--- src/core/grlc_pkg.sv ---
package grlc_pkg;
    // bus command bytes, taken while attention is true
    localparam logic [7:0] CMD_GTL = 8'h01;
    localparam logic [7:0] CMD_SDC = 8'h04;
    localparam logic [7:0] CMD_LLO = 8'h11;
    localparam logic [7:0] CMD_DCL = 8'h14;
    localparam logic [7:0] CMD_UNL = 8'h3F;
    localparam logic [7:0] CMD_UNT = 8'h5F;
    // listen and talk address groups: top three bits select, low five
    // bits carry the primary address
    localparam logic [2:0] GRP_LISTEN = 3'h1;
    localparam logic [2:0] GRP_TALK = 3'h2;
    localparam int ADDR_W = 5;
    localparam int ADDR_LSB = 0;
    localparam int GRP_LSB = 5;
    localparam logic [4:0] ADDR_DEF = 5'h09;
    // front panel key vector width, local key is separate
    localparam int KEY_W = 16;
    // bus pins passed through the synchroniser: ren, ifc, atn, dav, dio
    localparam int PIN_W = 12;
    localparam int PIN_REN = 11;
    localparam int PIN_IFC = 10;
    localparam int PIN_ATN = 9;
    localparam int PIN_DAV = 8;
    // factory defaults; rate counted in tenths of a microsecond
    localparam logic [3:0] FUNC_DEF = 4'h1;
    localparam logic [3:0] RANGE_DEF = 4'h0;
    localparam logic [23:0] RATE_DEF = 24'h000683;
    localparam logic [15:0] SAMPLES_DEF = 16'h0065;
    localparam logic [15:0] DELAY_DEF = 16'h0000;
    localparam logic [2:0] TRIG_DEF = 3'h6;
    localparam logic [2:0] FORMAT_DEF = 3'h2;
    localparam logic [1:0] CHANNEL_DEF = 2'h1;
    localparam logic [7:0] TERM_FIRST_DEF = 8'h0D;
    localparam logic [7:0] TERM_SECOND_DEF = 8'h0A;
    // remote/local states, the high bit marks a remembered lockout
    typedef enum logic [1:0] {
        ST_LOCAL = 2'b00,
        ST_REMOTE = 2'b01,
        ST_LOCAL_LLO = 2'b10,
        ST_REMOTE_LLO = 2'b11
    } grlc_state_e;
endpackage

--- src/core/grlc_sync.sv ---
// two flip-flop synchroniser, one chain per bit
module grlc_sync #(
    parameter int W = 1
) (
    input wire logic ref_clk_in,
    input wire logic rst_b_in,
    input wire logic [W-1:0] async_in,
    output logic [W-1:0] sync_out
);
    logic [W-1:0] meta;

    genvar i;
    generate
        for (i = 0; i < W; i++) begin : g_bit
            // first stage feeds only the second stage
            always_ff @(posedge ref_clk_in or negedge rst_b_in) begin
                if (!rst_b_in) begin
                    meta[i] <= 1'b0;
                    sync_out[i] <= 1'b0;
                end else begin
                    meta[i] <= async_in[i];
                    sync_out[i] <= meta[i];
                end
            end
        end
    endgenerate
endmodule

--- src/core/grlc_ctrl.sv ---
module grlc_ctrl
    import grlc_pkg::*;
(
    input wire logic ref_clk_in,
    input wire logic rst_b_in,
    input wire logic ren_in,
    input wire logic ifc_in,
    input wire logic atn_in,
    input wire logic dav_in,
    input wire logic [7:0] dio_in,
    input wire logic local_key_in,
    input wire logic panel_reset_in,
    input wire logic [KEY_W-1:0] panel_keys_in,
    input wire logic addr_set_in,
    input wire logic [ADDR_W-1:0] addr_value_in,
    input wire logic [3:0] setup_function_in,
    input wire logic [3:0] setup_range_in,
    input wire logic [23:0] setup_rate_in,
    input wire logic [15:0] setup_samples_in,
    input wire logic [15:0] setup_delay_in,
    input wire logic setup_filter_in,
    input wire logic setup_zero_in,
    input wire logic setup_ac_in,
    output logic [KEY_W-1:0] panel_keys_out,
    output logic remote_out,
    output logic lockout_out,
    output logic talk_out,
    output logic listen_out,
    output logic clear_out,
    output logic [ADDR_W-1:0] bus_addr_out,
    output logic [3:0] cfg_function_out,
    output logic [3:0] cfg_range_out,
    output logic [23:0] cfg_rate_out,
    output logic [15:0] cfg_samples_out,
    output logic [15:0] cfg_delay_out,
    output logic cfg_filter_out,
    output logic cfg_zero_out,
    output logic cfg_ac_out,
    output logic [2:0] cfg_trigger_out,
    output logic [2:0] cfg_format_out,
    output logic [1:0] cfg_channel_out,
    output logic cfg_analog_en_out,
    output logic cfg_buffer_en_out,
    output logic cfg_srq_en_out,
    output logic cfg_eoi_holdoff_out,
    output logic [15:0] cfg_terminator_out
);
    logic [PIN_W-1:0] pins_s;
    logic ren_s;
    logic ifc_s;
    logic atn_s;
    logic dav_s;
    logic dav_q;
    logic [7:0] dio_s;
    logic cmd_take;
    logic mla_hit;
    logic mta_hit;
    logic gtl_hit;
    logic llo_hit;
    logic clear_hit;
    logic load_pend;
    logic addr_set_ok;
    grlc_state_e state;
    grlc_state_e next_state;

    // bus pins are asynchronous to the core clock
    grlc_sync #(
        .W(PIN_W)
    ) u_sync (
        .ref_clk_in(ref_clk_in),
        .rst_b_in(rst_b_in),
        .async_in({ren_in, ifc_in, atn_in, dav_in, dio_in}),
        .sync_out(pins_s)
    );

    assign ren_s = pins_s[PIN_REN];
    assign ifc_s = pins_s[PIN_IFC];
    assign atn_s = pins_s[PIN_ATN];
    assign dav_s = pins_s[PIN_DAV];
    assign dio_s = pins_s[7:0];

    // data valid edge; the bus settles data before dav, so the synced
    // byte is already stable when the edge shows
    always_ff @(posedge ref_clk_in or negedge rst_b_in) begin
        if (!rst_b_in) begin
            dav_q <= 1'b0;
        end else begin
            dav_q <= dav_s;
        end
    end

    // command decode under attention; IFC blocks all decode
    assign cmd_take = dav_s && !dav_q && atn_s && !ifc_s;
    assign mla_hit = cmd_take && dio_s[7:GRP_LSB] == GRP_LISTEN
        && dio_s[ADDR_LSB +: ADDR_W] == bus_addr_out;
    assign mta_hit = cmd_take && dio_s[7:GRP_LSB] == GRP_TALK
        && dio_s[ADDR_LSB +: ADDR_W] == bus_addr_out;
    // universal commands ignore addressing, addressed ones need listen
    assign llo_hit = cmd_take && dio_s == CMD_LLO;
    assign gtl_hit = cmd_take && dio_s == CMD_GTL && listen_out;
    assign clear_hit = (cmd_take && dio_s == CMD_DCL)
        || (cmd_take && dio_s == CMD_SDC && listen_out)
        || (panel_reset_in && !remote_out);

    // talker and listener addressing; interface clear wins over all
    always_ff @(posedge ref_clk_in or negedge rst_b_in) begin
        if (!rst_b_in) begin
            talk_out <= 1'b0;
            listen_out <= 1'b0;
        end else if (ifc_s) begin
            talk_out <= 1'b0;
            listen_out <= 1'b0;
        end else if (mla_hit) begin
            talk_out <= 1'b0;
            listen_out <= 1'b1;
        end else if (mta_hit) begin
            talk_out <= 1'b1;
            listen_out <= 1'b0;
        end else if (cmd_take && dio_s == CMD_UNL) begin
            listen_out <= 1'b0;
        end else if (cmd_take && dio_s == CMD_UNT) begin
            talk_out <= 1'b0;
        end
    end

    // remote/local sequencing; losing REN dominates everything else
    always_comb begin
        next_state = state;
        if (!ren_s) begin
            next_state = ST_LOCAL;
        end else begin
            unique case (state)
                ST_LOCAL: begin
                    if (mla_hit) begin
                        next_state = ST_REMOTE;
                    end else if (llo_hit) begin
                        next_state = ST_LOCAL_LLO;
                    end
                end
                ST_LOCAL_LLO: begin
                    if (mla_hit) begin
                        next_state = ST_REMOTE_LLO;
                    end
                end
                ST_REMOTE: begin
                    if (llo_hit) begin
                        next_state = ST_REMOTE_LLO;
                    end else if (gtl_hit || local_key_in) begin
                        next_state = ST_LOCAL;
                    end
                end
                ST_REMOTE_LLO: begin
                    // local key has no effect here; go to local keeps the
                    // lockout pending so only REN can cancel it
                    if (gtl_hit) begin
                        next_state = ST_LOCAL_LLO;
                    end
                end
            endcase
        end
    end

    always_ff @(posedge ref_clk_in or negedge rst_b_in) begin
        if (!rst_b_in) begin
            state <= ST_LOCAL;
        end else begin
            state <= next_state;
        end
    end

    assign remote_out = state == ST_REMOTE || state == ST_REMOTE_LLO;
    assign lockout_out = state == ST_REMOTE_LLO;
    // keys pass only in local; power is outside this block
    assign panel_keys_out = remote_out ? '0 : panel_keys_in;

    // primary address: set from the panel in local only
    assign addr_set_ok = addr_set_in && !remote_out;
    always_ff @(posedge ref_clk_in or negedge rst_b_in) begin
        if (!rst_b_in) begin
            bus_addr_out <= ADDR_DEF;
        end else if (addr_set_ok) begin
            bus_addr_out <= addr_value_in;
        end
    end

    // stored setup cannot be sampled under async reset, so it loads on
    // the first edge after release, exactly as a clear does
    always_ff @(posedge ref_clk_in or negedge rst_b_in) begin
        if (!rst_b_in) begin
            load_pend <= 1'b1;
            clear_out <= 1'b0;
        end else begin
            load_pend <= 1'b0;
            clear_out <= clear_hit;
        end
    end

    // configuration reload; primary address is not part of it
    always_ff @(posedge ref_clk_in or negedge rst_b_in) begin
        if (!rst_b_in) begin
            cfg_function_out <= FUNC_DEF;
            cfg_range_out <= RANGE_DEF;
            cfg_rate_out <= RATE_DEF;
            cfg_samples_out <= SAMPLES_DEF;
            cfg_delay_out <= DELAY_DEF;
            cfg_filter_out <= 1'b0;
            cfg_zero_out <= 1'b0;
            cfg_ac_out <= 1'b0;
            cfg_trigger_out <= TRIG_DEF;
            cfg_format_out <= FORMAT_DEF;
            cfg_channel_out <= CHANNEL_DEF;
            cfg_analog_en_out <= 1'b0;
            cfg_buffer_en_out <= 1'b0;
            cfg_srq_en_out <= 1'b0;
            cfg_eoi_holdoff_out <= 1'b1;
            cfg_terminator_out <= {TERM_FIRST_DEF, TERM_SECOND_DEF};
        end else if (clear_hit || load_pend) begin
            cfg_function_out <= setup_function_in;
            cfg_range_out <= setup_range_in;
            cfg_rate_out <= setup_rate_in;
            cfg_samples_out <= setup_samples_in;
            cfg_delay_out <= setup_delay_in;
            cfg_filter_out <= setup_filter_in;
            cfg_zero_out <= setup_zero_in;
            cfg_ac_out <= setup_ac_in;
            cfg_trigger_out <= TRIG_DEF;
            cfg_format_out <= FORMAT_DEF;
            cfg_channel_out <= CHANNEL_DEF;
            cfg_analog_en_out <= 1'b0;
            cfg_buffer_en_out <= 1'b0;
            cfg_srq_en_out <= 1'b0;
            cfg_eoi_holdoff_out <= 1'b1;
            cfg_terminator_out <= {TERM_FIRST_DEF, TERM_SECOND_DEF};
        end
    end
endmodule

--- config.mk ---
export PLATFORM = sky130hd
export DESIGN_NAME = grlc_ctrl
export DESIGN_NICKNAME = d
export VERILOG_FILES = /design/src/core/grlc_pkg.sv /design/src/core/grlc_sync.sv /design/src/core/grlc_ctrl.sv
export SDC_FILE = /design/constraint.sdc
export NUM_CORES = 1
export LEC_CHECK = 0
export BUFFER_PORTS_ARGS = -buffer_cell sky130_fd_sc_hd__buf_2
export CAP_MARGIN = 15
export CORE_MARGIN = 8
export CORE_UTILIZATION = 48
export CTS_CLUSTER_SIZE = 25
export DETAILED_ROUTE_END_ITERATION = 12
export MAX_ROUTING_LAYER = met4
export PLACE_DENSITY = 0.85
export SETUP_SLACK_MARGIN = 0.2
export SYNTH_ARGS = -nofsm -noshare
export SYNTH_HDL_FRONTEND = slang
export SYNTH_SLANG_ARGS = --single-unit
--- constraint.sdc ---
create_clock -name ref_clk_in -period 4 [get_ports ref_clk_in]
set_clock_uncertainty 0.1 [all_clocks]
set_input_delay 0.8 -clock ref_clk_in [delete_from_list [all_inputs] [get_ports ref_clk_in]]
set_output_delay 0.8 -clock ref_clk_in [all_outputs]
set_load 0.01 [all_outputs]
* Word level (Yosys, flattened, before mapping)
Cells that the tools add are included.
Word-level totals: input bits 105, word-level logic and storage cells 104, output and inout port bits 121, bits in registers 103
Cells by class: mux-type cells 18, reductions and logical operators 30, equality and inequality tests 17
Operators with widths (number):
- $logic_and 1x1->1 | 17
- $eq 8x5->1 const B | 2
- $mux 16 | 1
- $mux 2 | 7
- $mux 1 | 9
- $eq 8x1->1 const B | 1
- $eq 8x3->1 const B | 1
- $eq 8x6->1 const B | 1
- $eq 8x7->1 const B | 1
- $ne 4x4->1 const B | 2
- $pmux 2 s4 | 1
- $reduce_bool 4->1 | 2
- $ne 3x3->1 const B | 2
- $eq 5x5->1 | 1
- $logic_or 1x1->1 | 5
- $eq 2x2->1 const B | 2
- $ne 4x3->1 const B | 1
- $reduce_and 4->1 | 1
- $eq 3x1->1 const B | 1
- $eq 3x2->1 const B | 1
- $logic_not 1->1 | 3
- $eq 2x1->1 const B | 1
- $logic_not 2->1 | 1
- $reduce_and 2->1 | 1

* Longest topological paths before layout
Gate-level depths: netlist (run 1).
depth in word-level cells 11, depth in mapped cells 7, mapped depth without buffers 4

* Hierarchy
A second synthesis (run 1) with hierarchy kept.
Second synthesis, totals: cell total of the unflattened synthesis 276, area, all modules 4127.7 um^2
By module, submodules not included:
- grlc_ctrl | seq. area each 1993.2 um^2, instances 1, cells each 252, area each 3527.1 um^2
- grlc_sync | seq. area each 600.6 um^2, instances 1, cells each 24, area each 600.6 um^2

* Worst setup path before layout (run 1)
Ideal clock, no wire load.
path kind flip-flop to output port, from register state[0], to output port lockout_out, cell stages (with the launch flop) 4, setup slack 1.905 ns, arrival 1.195 ns, buffers on the path 2, data required time 3.100 ns, cells stage by stage dfrtp_1 clkbuf_1 clkbuf_1 and2_1
Between the ends: cells in the longest elaborated chain, start to end 1
RTL lines:
- start: declaration | line grlc_ctrl.sv:63 | grlc_state_e state;
- start signal: assignment | line grlc_ctrl.sv:167 | state <= next_state;
- $eq 2x2->1 | line grlc_ctrl.sv:172 | assign lockout_out = state == ST_REMOTE_LLO;
- end: declaration | line grlc_ctrl.sv:26 | output logic lockout_out,
No other way between the ends.

* Worst setup path after layout (run 1)
from register u_sync.sync_out[10], to register cfg_delay_out[0]
Between the ends: cells in the longest elaborated chain, start to end 7, elaborated cells between the ends (all ways) 8
RTL lines:
- start: declaration | line grlc_sync.sv:8 | output logic [W-1:0] sync_out
- start signal: indexed assignment | line grlc_sync.sv:22 | sync_out[i] <= meta[i];
- $logic_not 1->1 * | line grlc_ctrl.sv:93 | assign cmd_take = dav_s && !dav_q && atn_s && !ifc_s;
- $logic_and 1x1->1 * | line grlc_ctrl.sv:93
- $logic_and 1x1->1 (2 in series) | line grlc_ctrl.sv:102 | || (cmd_take && dio_s == CMD_SDC && listen_out)
- $logic_or 1x1->1 * | line grlc_ctrl.sv:102
- $logic_or 1x1->1 * | line grlc_ctrl.sv:103 | || (panel_reset_in && !remote_out);
- $logic_or 1x1->1 * | line grlc_ctrl.sv:217 | end else if (clear_hit || load_pend) begin
- end signal: assignment | line grlc_ctrl.sv:222 | cfg_delay_out <= setup_delay_in;
- end: declaration | line grlc_ctrl.sv:35 | output logic [15:0] cfg_delay_out,
Every way passes the cells marked *; elsewhere a longest branch is shown, timed or not. A chain may end at the register's enable or synchronous reset.

==> run metrics, run 1 <==
worst-margin pin slew 1.04 ns; Psw 0.000562 W; final wirelength 10400 microns; final-report setup violation count 0; Hold Vio Cnt, Final 0; total clock buffers created by CTS 9; pwr dens 415 mW/mm^2; CTS root buf clkbuf_8; total number of vias 2870; Core Area 0.00855 sq mm; Final Cell Area 0.00534 sq mm; Cell Int Power 0.00165 W; post-route ant nets 0; Wirelength per Cell 17.4 microns; sequential area share after synthesis 62.4%; sequential group share of total power 52.7%; status finished, final reports clean; WP data required 4.14 ns; Compound-Gate Fraction of Synth Area 2.89%; Die Area 0.0119 sq mm; RePlAce Congestion 0.800; synth warn 0; Max-Cap Viols 0; CP Max Fanout 67; TritonCTS clock tree built; Buf/Inv on CP 1; Clock Pin Slew Worst Setup and Hold Paths 0.10 ns; CP top delay family buffers and inverters; Slew headroom 30.9%; simple-gate share of the synthesized area 6.41%; # nets final 586; post-layout min period 2.43 ns; Critical Path AT 2.57 ns; DRT iter0 DRCs 75; Syn-to-layout area delta 28.5%; final worst path period share 60.9%; Post-Syn Area 0.00416 sq mm; DRC 0; Seq cells post-synth 103; layout cells sized above 1 56.8%; CTS resizes 0; largest family of logic cells by synthesized area multiplexers; total clock sinks 103; crit start category flop; GR Overflow Total 0; Hold WC Path Type flop to flop; Fillers 690; die width 109 microns; Syn Inst Count 283; post-synthesis mux area share 19.5%; CP peak stage delay 0.65 ns; post-cts hold buffer count 0; largest net degree at the start of global routing 89; setup_tns 0 ns; Max IR drop VDD 0.000236 V; vias in the first global route 3139; num ports 226; first-pass GRT wire length 15600 microns; CTS HTree Levels 3; Starting Density 48.6%; part of the power in combinational logic 13.7%; initial antenna violation count 1; RSZ-0062 raised after global routing false; Crit. End Element flop; Slew Viols, Final 0; Clock Latency Late Sink 0.35 ns; post-CTS setup buffers 0; Die Height 109 microns; Critical Path, Cell by Cell and4bb_2, nand3_2, o221ai_4, buf_4, mux2_1; Unique masters post-synth 39; DRT Pass-1 Iters 4; Slowest cell on crit path buf_4; critical path class flop to flop; cell area after placement 0.00510 sq mm; total track usage 17.5%; clock network fraction of design power 33.6%; PortBufs 197; post-synthesis adder-cell area fraction 0%; DP HPWL 8210 microns; Avg Vias per Cell 4.82; Leak 2.65 nW; Synth Area per Inst 14.7 sq um; Sw Ratio 25.4%; CTS Buffer Depth 2; Max Fclk 411 MHz; Std-Cell Rows 34; xor/xnor share of the synthesized area 1.05%
[path summary, 6_finish.rpt]
check	start	end	slack, ns	cells past startpoint
setup / recovery	u_sync.sync_out[10]$_DFF_PN0_	cfg_delay_out[0]$_DFFE_PN0P_	1.57	5
hold / removal	u_sync.meta[7]$_DFF_PN0_	u_sync.sync_out[7]$_DFF_PN0_	0.26	0
setup reg to reg	u_sync.sync_out[10]$_DFF_PN0_	cfg_delay_out[0]$_DFFE_PN0P_	1.57	5
hold reg to reg	u_sync.meta[7]$_DFF_PN0_	u_sync.sync_out[7]$_DFF_PN0_	0.26	0
max in group asynchronous	rst_b_in	cfg_rate_out[1]$_DFFE_PN1P_	2.38	2
min in group asynchronous	rst_b_in	cfg_rate_out[15]$_DFFE_PN0P_	0.52	1
[through the flow]
step / utilization [%] / setup WS, ns / total power, W / hold WS [ns] / instances
2_1_floorplan: - / 1.90 / 0.00135 / 0.231 / 310
3_3_place_gp: 59.7 / 1.55 / 0.00148 / 0.234 / 578
3_5_place_dp: 59.7 / 1.51 / 0.00150 / 0.236 / 578
4_1_cts: 62.5 / 1.52 / 0.00225 / 0.259 / 594
5_1_grt: 62.5 / 1.41 / 0.00232 / 0.265 / 595
6_report: 62.5 / 1.57 / 0.00222 / 0.256 / 595
[Yosys cell counts]
cell	n	share of area (%)
and2_1	1	0.15
nand3_1	2	0.24
dfstp_2	13	8.2
nand4bb_1	1	0.27
a31o_2	1	0.21
nor2_1	2	0.18
mux2_1	30	8.1
nand3_2	1	0.24
or2_2	1	0.15
a21oi_1	3	0.36
a211o_1	1	0.21
or3_1	1	0.15
nand4_1	1	0.15
and4_1	1	0.21
inv_1	6	0.54
o311ai_0	1	0.21
nor2b_1	21	3.2
nor3_2	1	0.24
buf_2	1	0.12
mux2_2	42	11
dfrtp_1	90	54
o21ai_0	1	0.12
nand2_1	4	0.36
o221ai_4	1	0.63
and4bb_2	1	0.30
nor4_1	1	0.15
or4_1	1	0.18
clkbuf_1	3	0.27
xnor2_1	5	1.1
o41ai_1	2	0.42
o31ai_1	1	0.18
o22ai_1	1	0.15
nor3_1	1	0.12
buf_6	4	1.1
a311oi_1	1	0.21
buf_4	31	5.6
nand2b_1	1	0.15
conb_1	2	0.18
o211ai_1	1	0.18
[routing by layer]
metal  global-route usage [%]  up-vias  share of wire [%]
li1                         -     1314                  -
met1                     18.5     1362                 36
met5                        -        -                  0
met4                     4.50        0               0.94
met2                     29.0      182                 49
met3                     8.04       12                 14
[power by group through the flow]
stage	Combinational (W)	Clock, W	Sequential (W)
after floorplan	0.000138	0	0.00121
after global placement	0.000302	0	0.00118
after detailed placement	0.000310	0	0.00119
after CTS	0.000311	0.000772	0.00117
after global routing	0.000335	0.000812	0.00118
final	0.000304	0.000745	0.00117
[logic make-up after synthesis]
family	count (synthesis)
AOI/OAI and AO/OA	14
xor gates and xnor gates	5
buffers and inverters	45
DFF	103
muxes	72
other	2
and+or+nand+nor	42
[cell type report]
type / instances / area [sq um] / share of cell area (%)
flip-flops and latches: 103 / 2590 / 48.5
inverters: 6 / 22.5 / 0.422
repair buffers: 199 / 1000 / 18.8
diodes: 1 / 2.50 / 0.0468
multi-input cells: 162 / 1350 / 25.3
clock inverters: 6 / 97.6 / 1.83
clock buffers: 10 / 138 / 2.58
well taps: 108 / 135 / 2.53
[sequential cells by signal, indices dropped and copies added, names as in the netlist]
name / count
cfg_filter_out: 1
cfg_range_out: 4
u_sync.meta: 12
talk_out: 1
bus_addr_out: 5
load_pend: 1
cfg_zero_out: 1
clear_out: 1
cfg_ac_out: 1
cfg_samples_out: 16
state: 2
u_sync.sync_out: 12
dav_q: 1
cfg_function_out: 4
cfg_rate_out: 24
listen_out: 1
cfg_delay_out: 16
[layout by cell type, fill, tap and decap left out, types with 2 or more instances in the layout]
cell type and instances:
nand2_1 4, buf_4 3, bufinv_16 2, nor2_1 2
inv_1 6, a21oi_1 3, nand3_1 2, mux2_1 30
conb_1 29, dfrtp_1 90, buf_2 196, o41ai_1 2
clkbuf_8 10, inv_6 3, dfstp_2 13, xnor2_1 5
nor2b_1 21, mux2_2 42
No activity file was read; power rests on OpenSTA's default activity.
==> run 2, diff against run 1 <==
--- a/config.mk
+++ b/config.mk
@@ -8,11 +8,11 @@
 export BUFFER_PORTS_ARGS = -buffer_cell sky130_fd_sc_hd__buf_2
 export CAP_MARGIN = 15
 export CORE_MARGIN = 8
-export CORE_UTILIZATION = 48
+export CORE_UTILIZATION = 45
 export CTS_CLUSTER_SIZE = 25
 export DETAILED_ROUTE_END_ITERATION = 12
 export MAX_ROUTING_LAYER = met4
-export PLACE_DENSITY = 0.85
+export PLACE_DENSITY = 0.81
 export SETUP_SLACK_MARGIN = 0.2
 export SYNTH_ARGS = -nofsm -noshare
 export SYNTH_HDL_FRONTEND = slang
==> constraint.sdc (replaced) <==
create_clock -name ref_clk_in -period 2.35 [get_ports ref_clk_in]
set_clock_uncertainty 0.1 [all_clocks]
set_input_delay 0.47 -clock ref_clk_in [delete_from_list [all_inputs] [get_ports ref_clk_in]]
set_output_delay 0.47 -clock ref_clk_in [all_outputs]
set_load 0.01 [all_outputs]
==> run 2 against run 1 <==
Net effect:
- sequential share of layout area barely moved
- die area increased by 5.7%
- clock power increased by 38%
- largest power group unchanged
- largest cell class unchanged
- highest routed layer unchanged
==> run metrics, run 2 (synthesis gave the netlist of run 1 again) <==
status finished, final reports clean (unchanged); reg-to-reg slack, setup 0.34 ns (was 1.57 ns); final-report setup violation count 0 (unchanged); vias in the first global route 3303 (was 3139); worst slack, placed 0.353 ns (was 1.51 ns); layout cells sized above 1 57.2% (was 56.8%); Slew Viols, Final 0 (unchanged); post-CTS setup buffers 0 (unchanged); total number of vias 2918 (was 2870); post-route ant nets 0 (unchanged); largest net degree at the start of global routing 104 (was 89); RSZ-0062 raised after global routing false (unchanged); CTS root buf clkbuf_8 (unchanged); total clock sinks 103 (unchanged); RePlAce Congestion 0.830 (was 0.800); CP Max Fanout 35 (was 67); DP HPWL 8110 microns (was 8210 microns); # nets final 588 (was 586); FF-to-FF path depth 5 (unchanged); Top Registers cfg_rate_out: 24 flops, cfg_delay_out: 16 flops, cfg_samples_out: 16 flops (unchanged); R2R Path End cfg_rate_out[3]$_DFFE_PN0P_ (was cfg_delay_out[0]$_DFFE_PN0P_); Clock Latency Late Sink 0.35 ns (about the same); Core Area 0.00911 sq mm (was 0.00855 sq mm); pwr dens 663 mW/mm^2 (was 415 mW/mm^2); num ports 226 (unchanged); first-pass GRT wire length 16400 microns (was 15600 microns); CTS resizes 0 (unchanged); initial antenna violation count 1 (unchanged); total clock buffers created by CTS 9 (unchanged); Std-Cell Rows 35 (was 34); total track usage 16.6% (was 17.5%); Critical Path AT 2.16 ns (was 2.57 ns); worst-margin pin slew 0.525 ns (was 1.04 ns); Hold Vio Cnt, Final 0 (unchanged); Wirelength per Cell 17.3 microns (was 17.4 microns); die width 112 microns (was 109 microns); commonest cells after routing, fill and taps aside 196 x buf_2, 89 x dfrtp_1, 42 x mux2_2 (was 196 x buf_2, 90 x dfrtp_1, 42 x mux2_2); Slowest cell on crit path dfrtp_1 (was buf_4); largest reg by FF count cfg_rate_out (unchanged); commonest non-fill, non-tap cell in the layout buf_2 (unchanged); Starting Density 45.7% (was 48.6%); final worst path period share 85.7% (was 60.9%); post-layout min period 2.01 ns (was 2.43 ns); worst r2r src u_sync.sync_out[10]$_DFF_PN0_ (unchanged); DRT iter0 DRCs 51 (was 75); Clock Pin Slew Worst Setup and Hold Paths 0.10 ns (about the same); CTS HTree Levels 3 (unchanged); DRC 0 (unchanged); Crit. End Element flop (unchanged); critical path class flop to flop (unchanged); Die Area 0.0126 sq mm (was 0.0119 sq mm); PortBufs 197 (unchanged); Critical Path, Cell by Cell and4bb_2, nand3_2, o221ai_4, buf_12, mux2_2 (was and4bb_2, nand3_2, o221ai_4, buf_4, mux2_1); GR Overflow Total 0 (unchanged); Avg Vias per Cell 4.86 (was 4.82); CP peak stage delay 0.42 ns (was 0.65 ns); WP data required 2.49 ns (was 4.14 ns); Slew headroom 65.0% (was 30.9%); Die Height 112 microns (was 109 microns); Syn-to-layout area delta 28.5% (about the same); DRT Pass-1 Iters 4 (unchanged); crit start category flop (unchanged); Leak 2.65 nW (about the same); final wirelength 10400 microns (about the same); setup_tns 0 ns (unchanged); max reg flops 24 (unchanged); post-cts hold buffer count 0 (unchanged); Max IR drop VDD 0.000355 V (was 0.000236 V); TritonCTS clock tree built (unchanged); Max-Cap Viols 0 (unchanged); Hold WC Path Type input pin to asynchronous set/reset pin (was flop to flop); CTS Buffer Depth 2 (unchanged); PnR worst setup slack 0.336 ns (was 1.57 ns); Max Fclk 497 MHz (was 411 MHz)
==> run 2: power by group <==
| part | switching (W) | total, W | internal [W] |
|---|---|---|---|
| Clock | 0.000632 | 0.00103 | 0.000399 |
| Combinational | 0.000266 | 0.000525 | 0.000259 |
| Sequential | 0.0000719 | 0.00199 | 0.00191 |
==> run 2: final cells by class <==
type	instances	area (sq um)
sequential	103	2590
fill	750	3760
antenna	1	2.50
inverter	6	22.5
multi-input combinational	162	1350
tap	111	139
clock buffer	9	124
clock inverter	7	55.1
timing repair buffer	201	1060
==> run 2: through the flow <==
| stage | area (sq um) | instances | util (%) | hold WS [ns] | total power, W |
|---|---|---|---|---|---|
| 4_1_cts | 5340 | 599 | 58.6 | 0.0743 | 0.00360 |
| 5_1_grt | 5340 | 600 | 58.7 | 0.0862 | 0.00371 |
| 3_3_place_gp | 5160 | 583 | 56.7 | 0.233 | 0.00253 |
| 6_report | 5340 | 600 | 58.7 | 0.0633 | 0.00354 |
| 2_1_floorplan | 4260 | 310 | - | 0.0744 | 0.00230 |
| 3_5_place_dp | 5160 | 583 | 56.7 | 0.236 | 0.00256 |
==> run 2: layer usage <==
| layer | GRT usage, % | vias up | part of all wire, % |
|---|---|---|---|
| met5 | - | - | 0 |
| met4 | 6.12 | 0 | 1.3 |
| met3 | 7.35 | 12 | 12 |
| met2 | 27.0 | 190 | 47 |
| met1 | 17.6 | 1399 | 40 |
| li1 | - | 1317 | - |
==> run 2: worst max path at each step <==
stage                                  startpoint                              end  slack, ns  cells after the start
floorplan           u_sync.sync_out[10]$_DFF_PN0_     cfg_delay_out[0]$_DFFE_PN0P_       0.47                      6
global placement    u_sync.sync_out[10]$_DFF_PN0_  cfg_samples_out[14]$_DFFE_PN0P_       0.41                      5
detailed placement  u_sync.sync_out[10]$_DFF_PN0_      cfg_rate_out[3]$_DFFE_PN0P_       0.35                      5
CTS                          state[0]$_DFFE_PN0P_                panel_keys_out[6]       0.28                      3
global route        u_sync.sync_out[10]$_DFF_PN0_      cfg_rate_out[3]$_DFFE_PN0P_       0.26                      5
finish              u_sync.sync_out[10]$_DFF_PN0_      cfg_rate_out[3]$_DFFE_PN0P_       0.34                      5
==> run 2: critical path, delay by kind of cell, from the launching register on <==
family | cells | cell delay, ns
buffers and inverters | 1 | 0.26
flip-flops | 1 | 0.42
multiplexers | 1 | 0.37
AND/OR/NAND/NOR | 2 | 0.48
AO/OA/AOI/OAI | 1 | 0.26
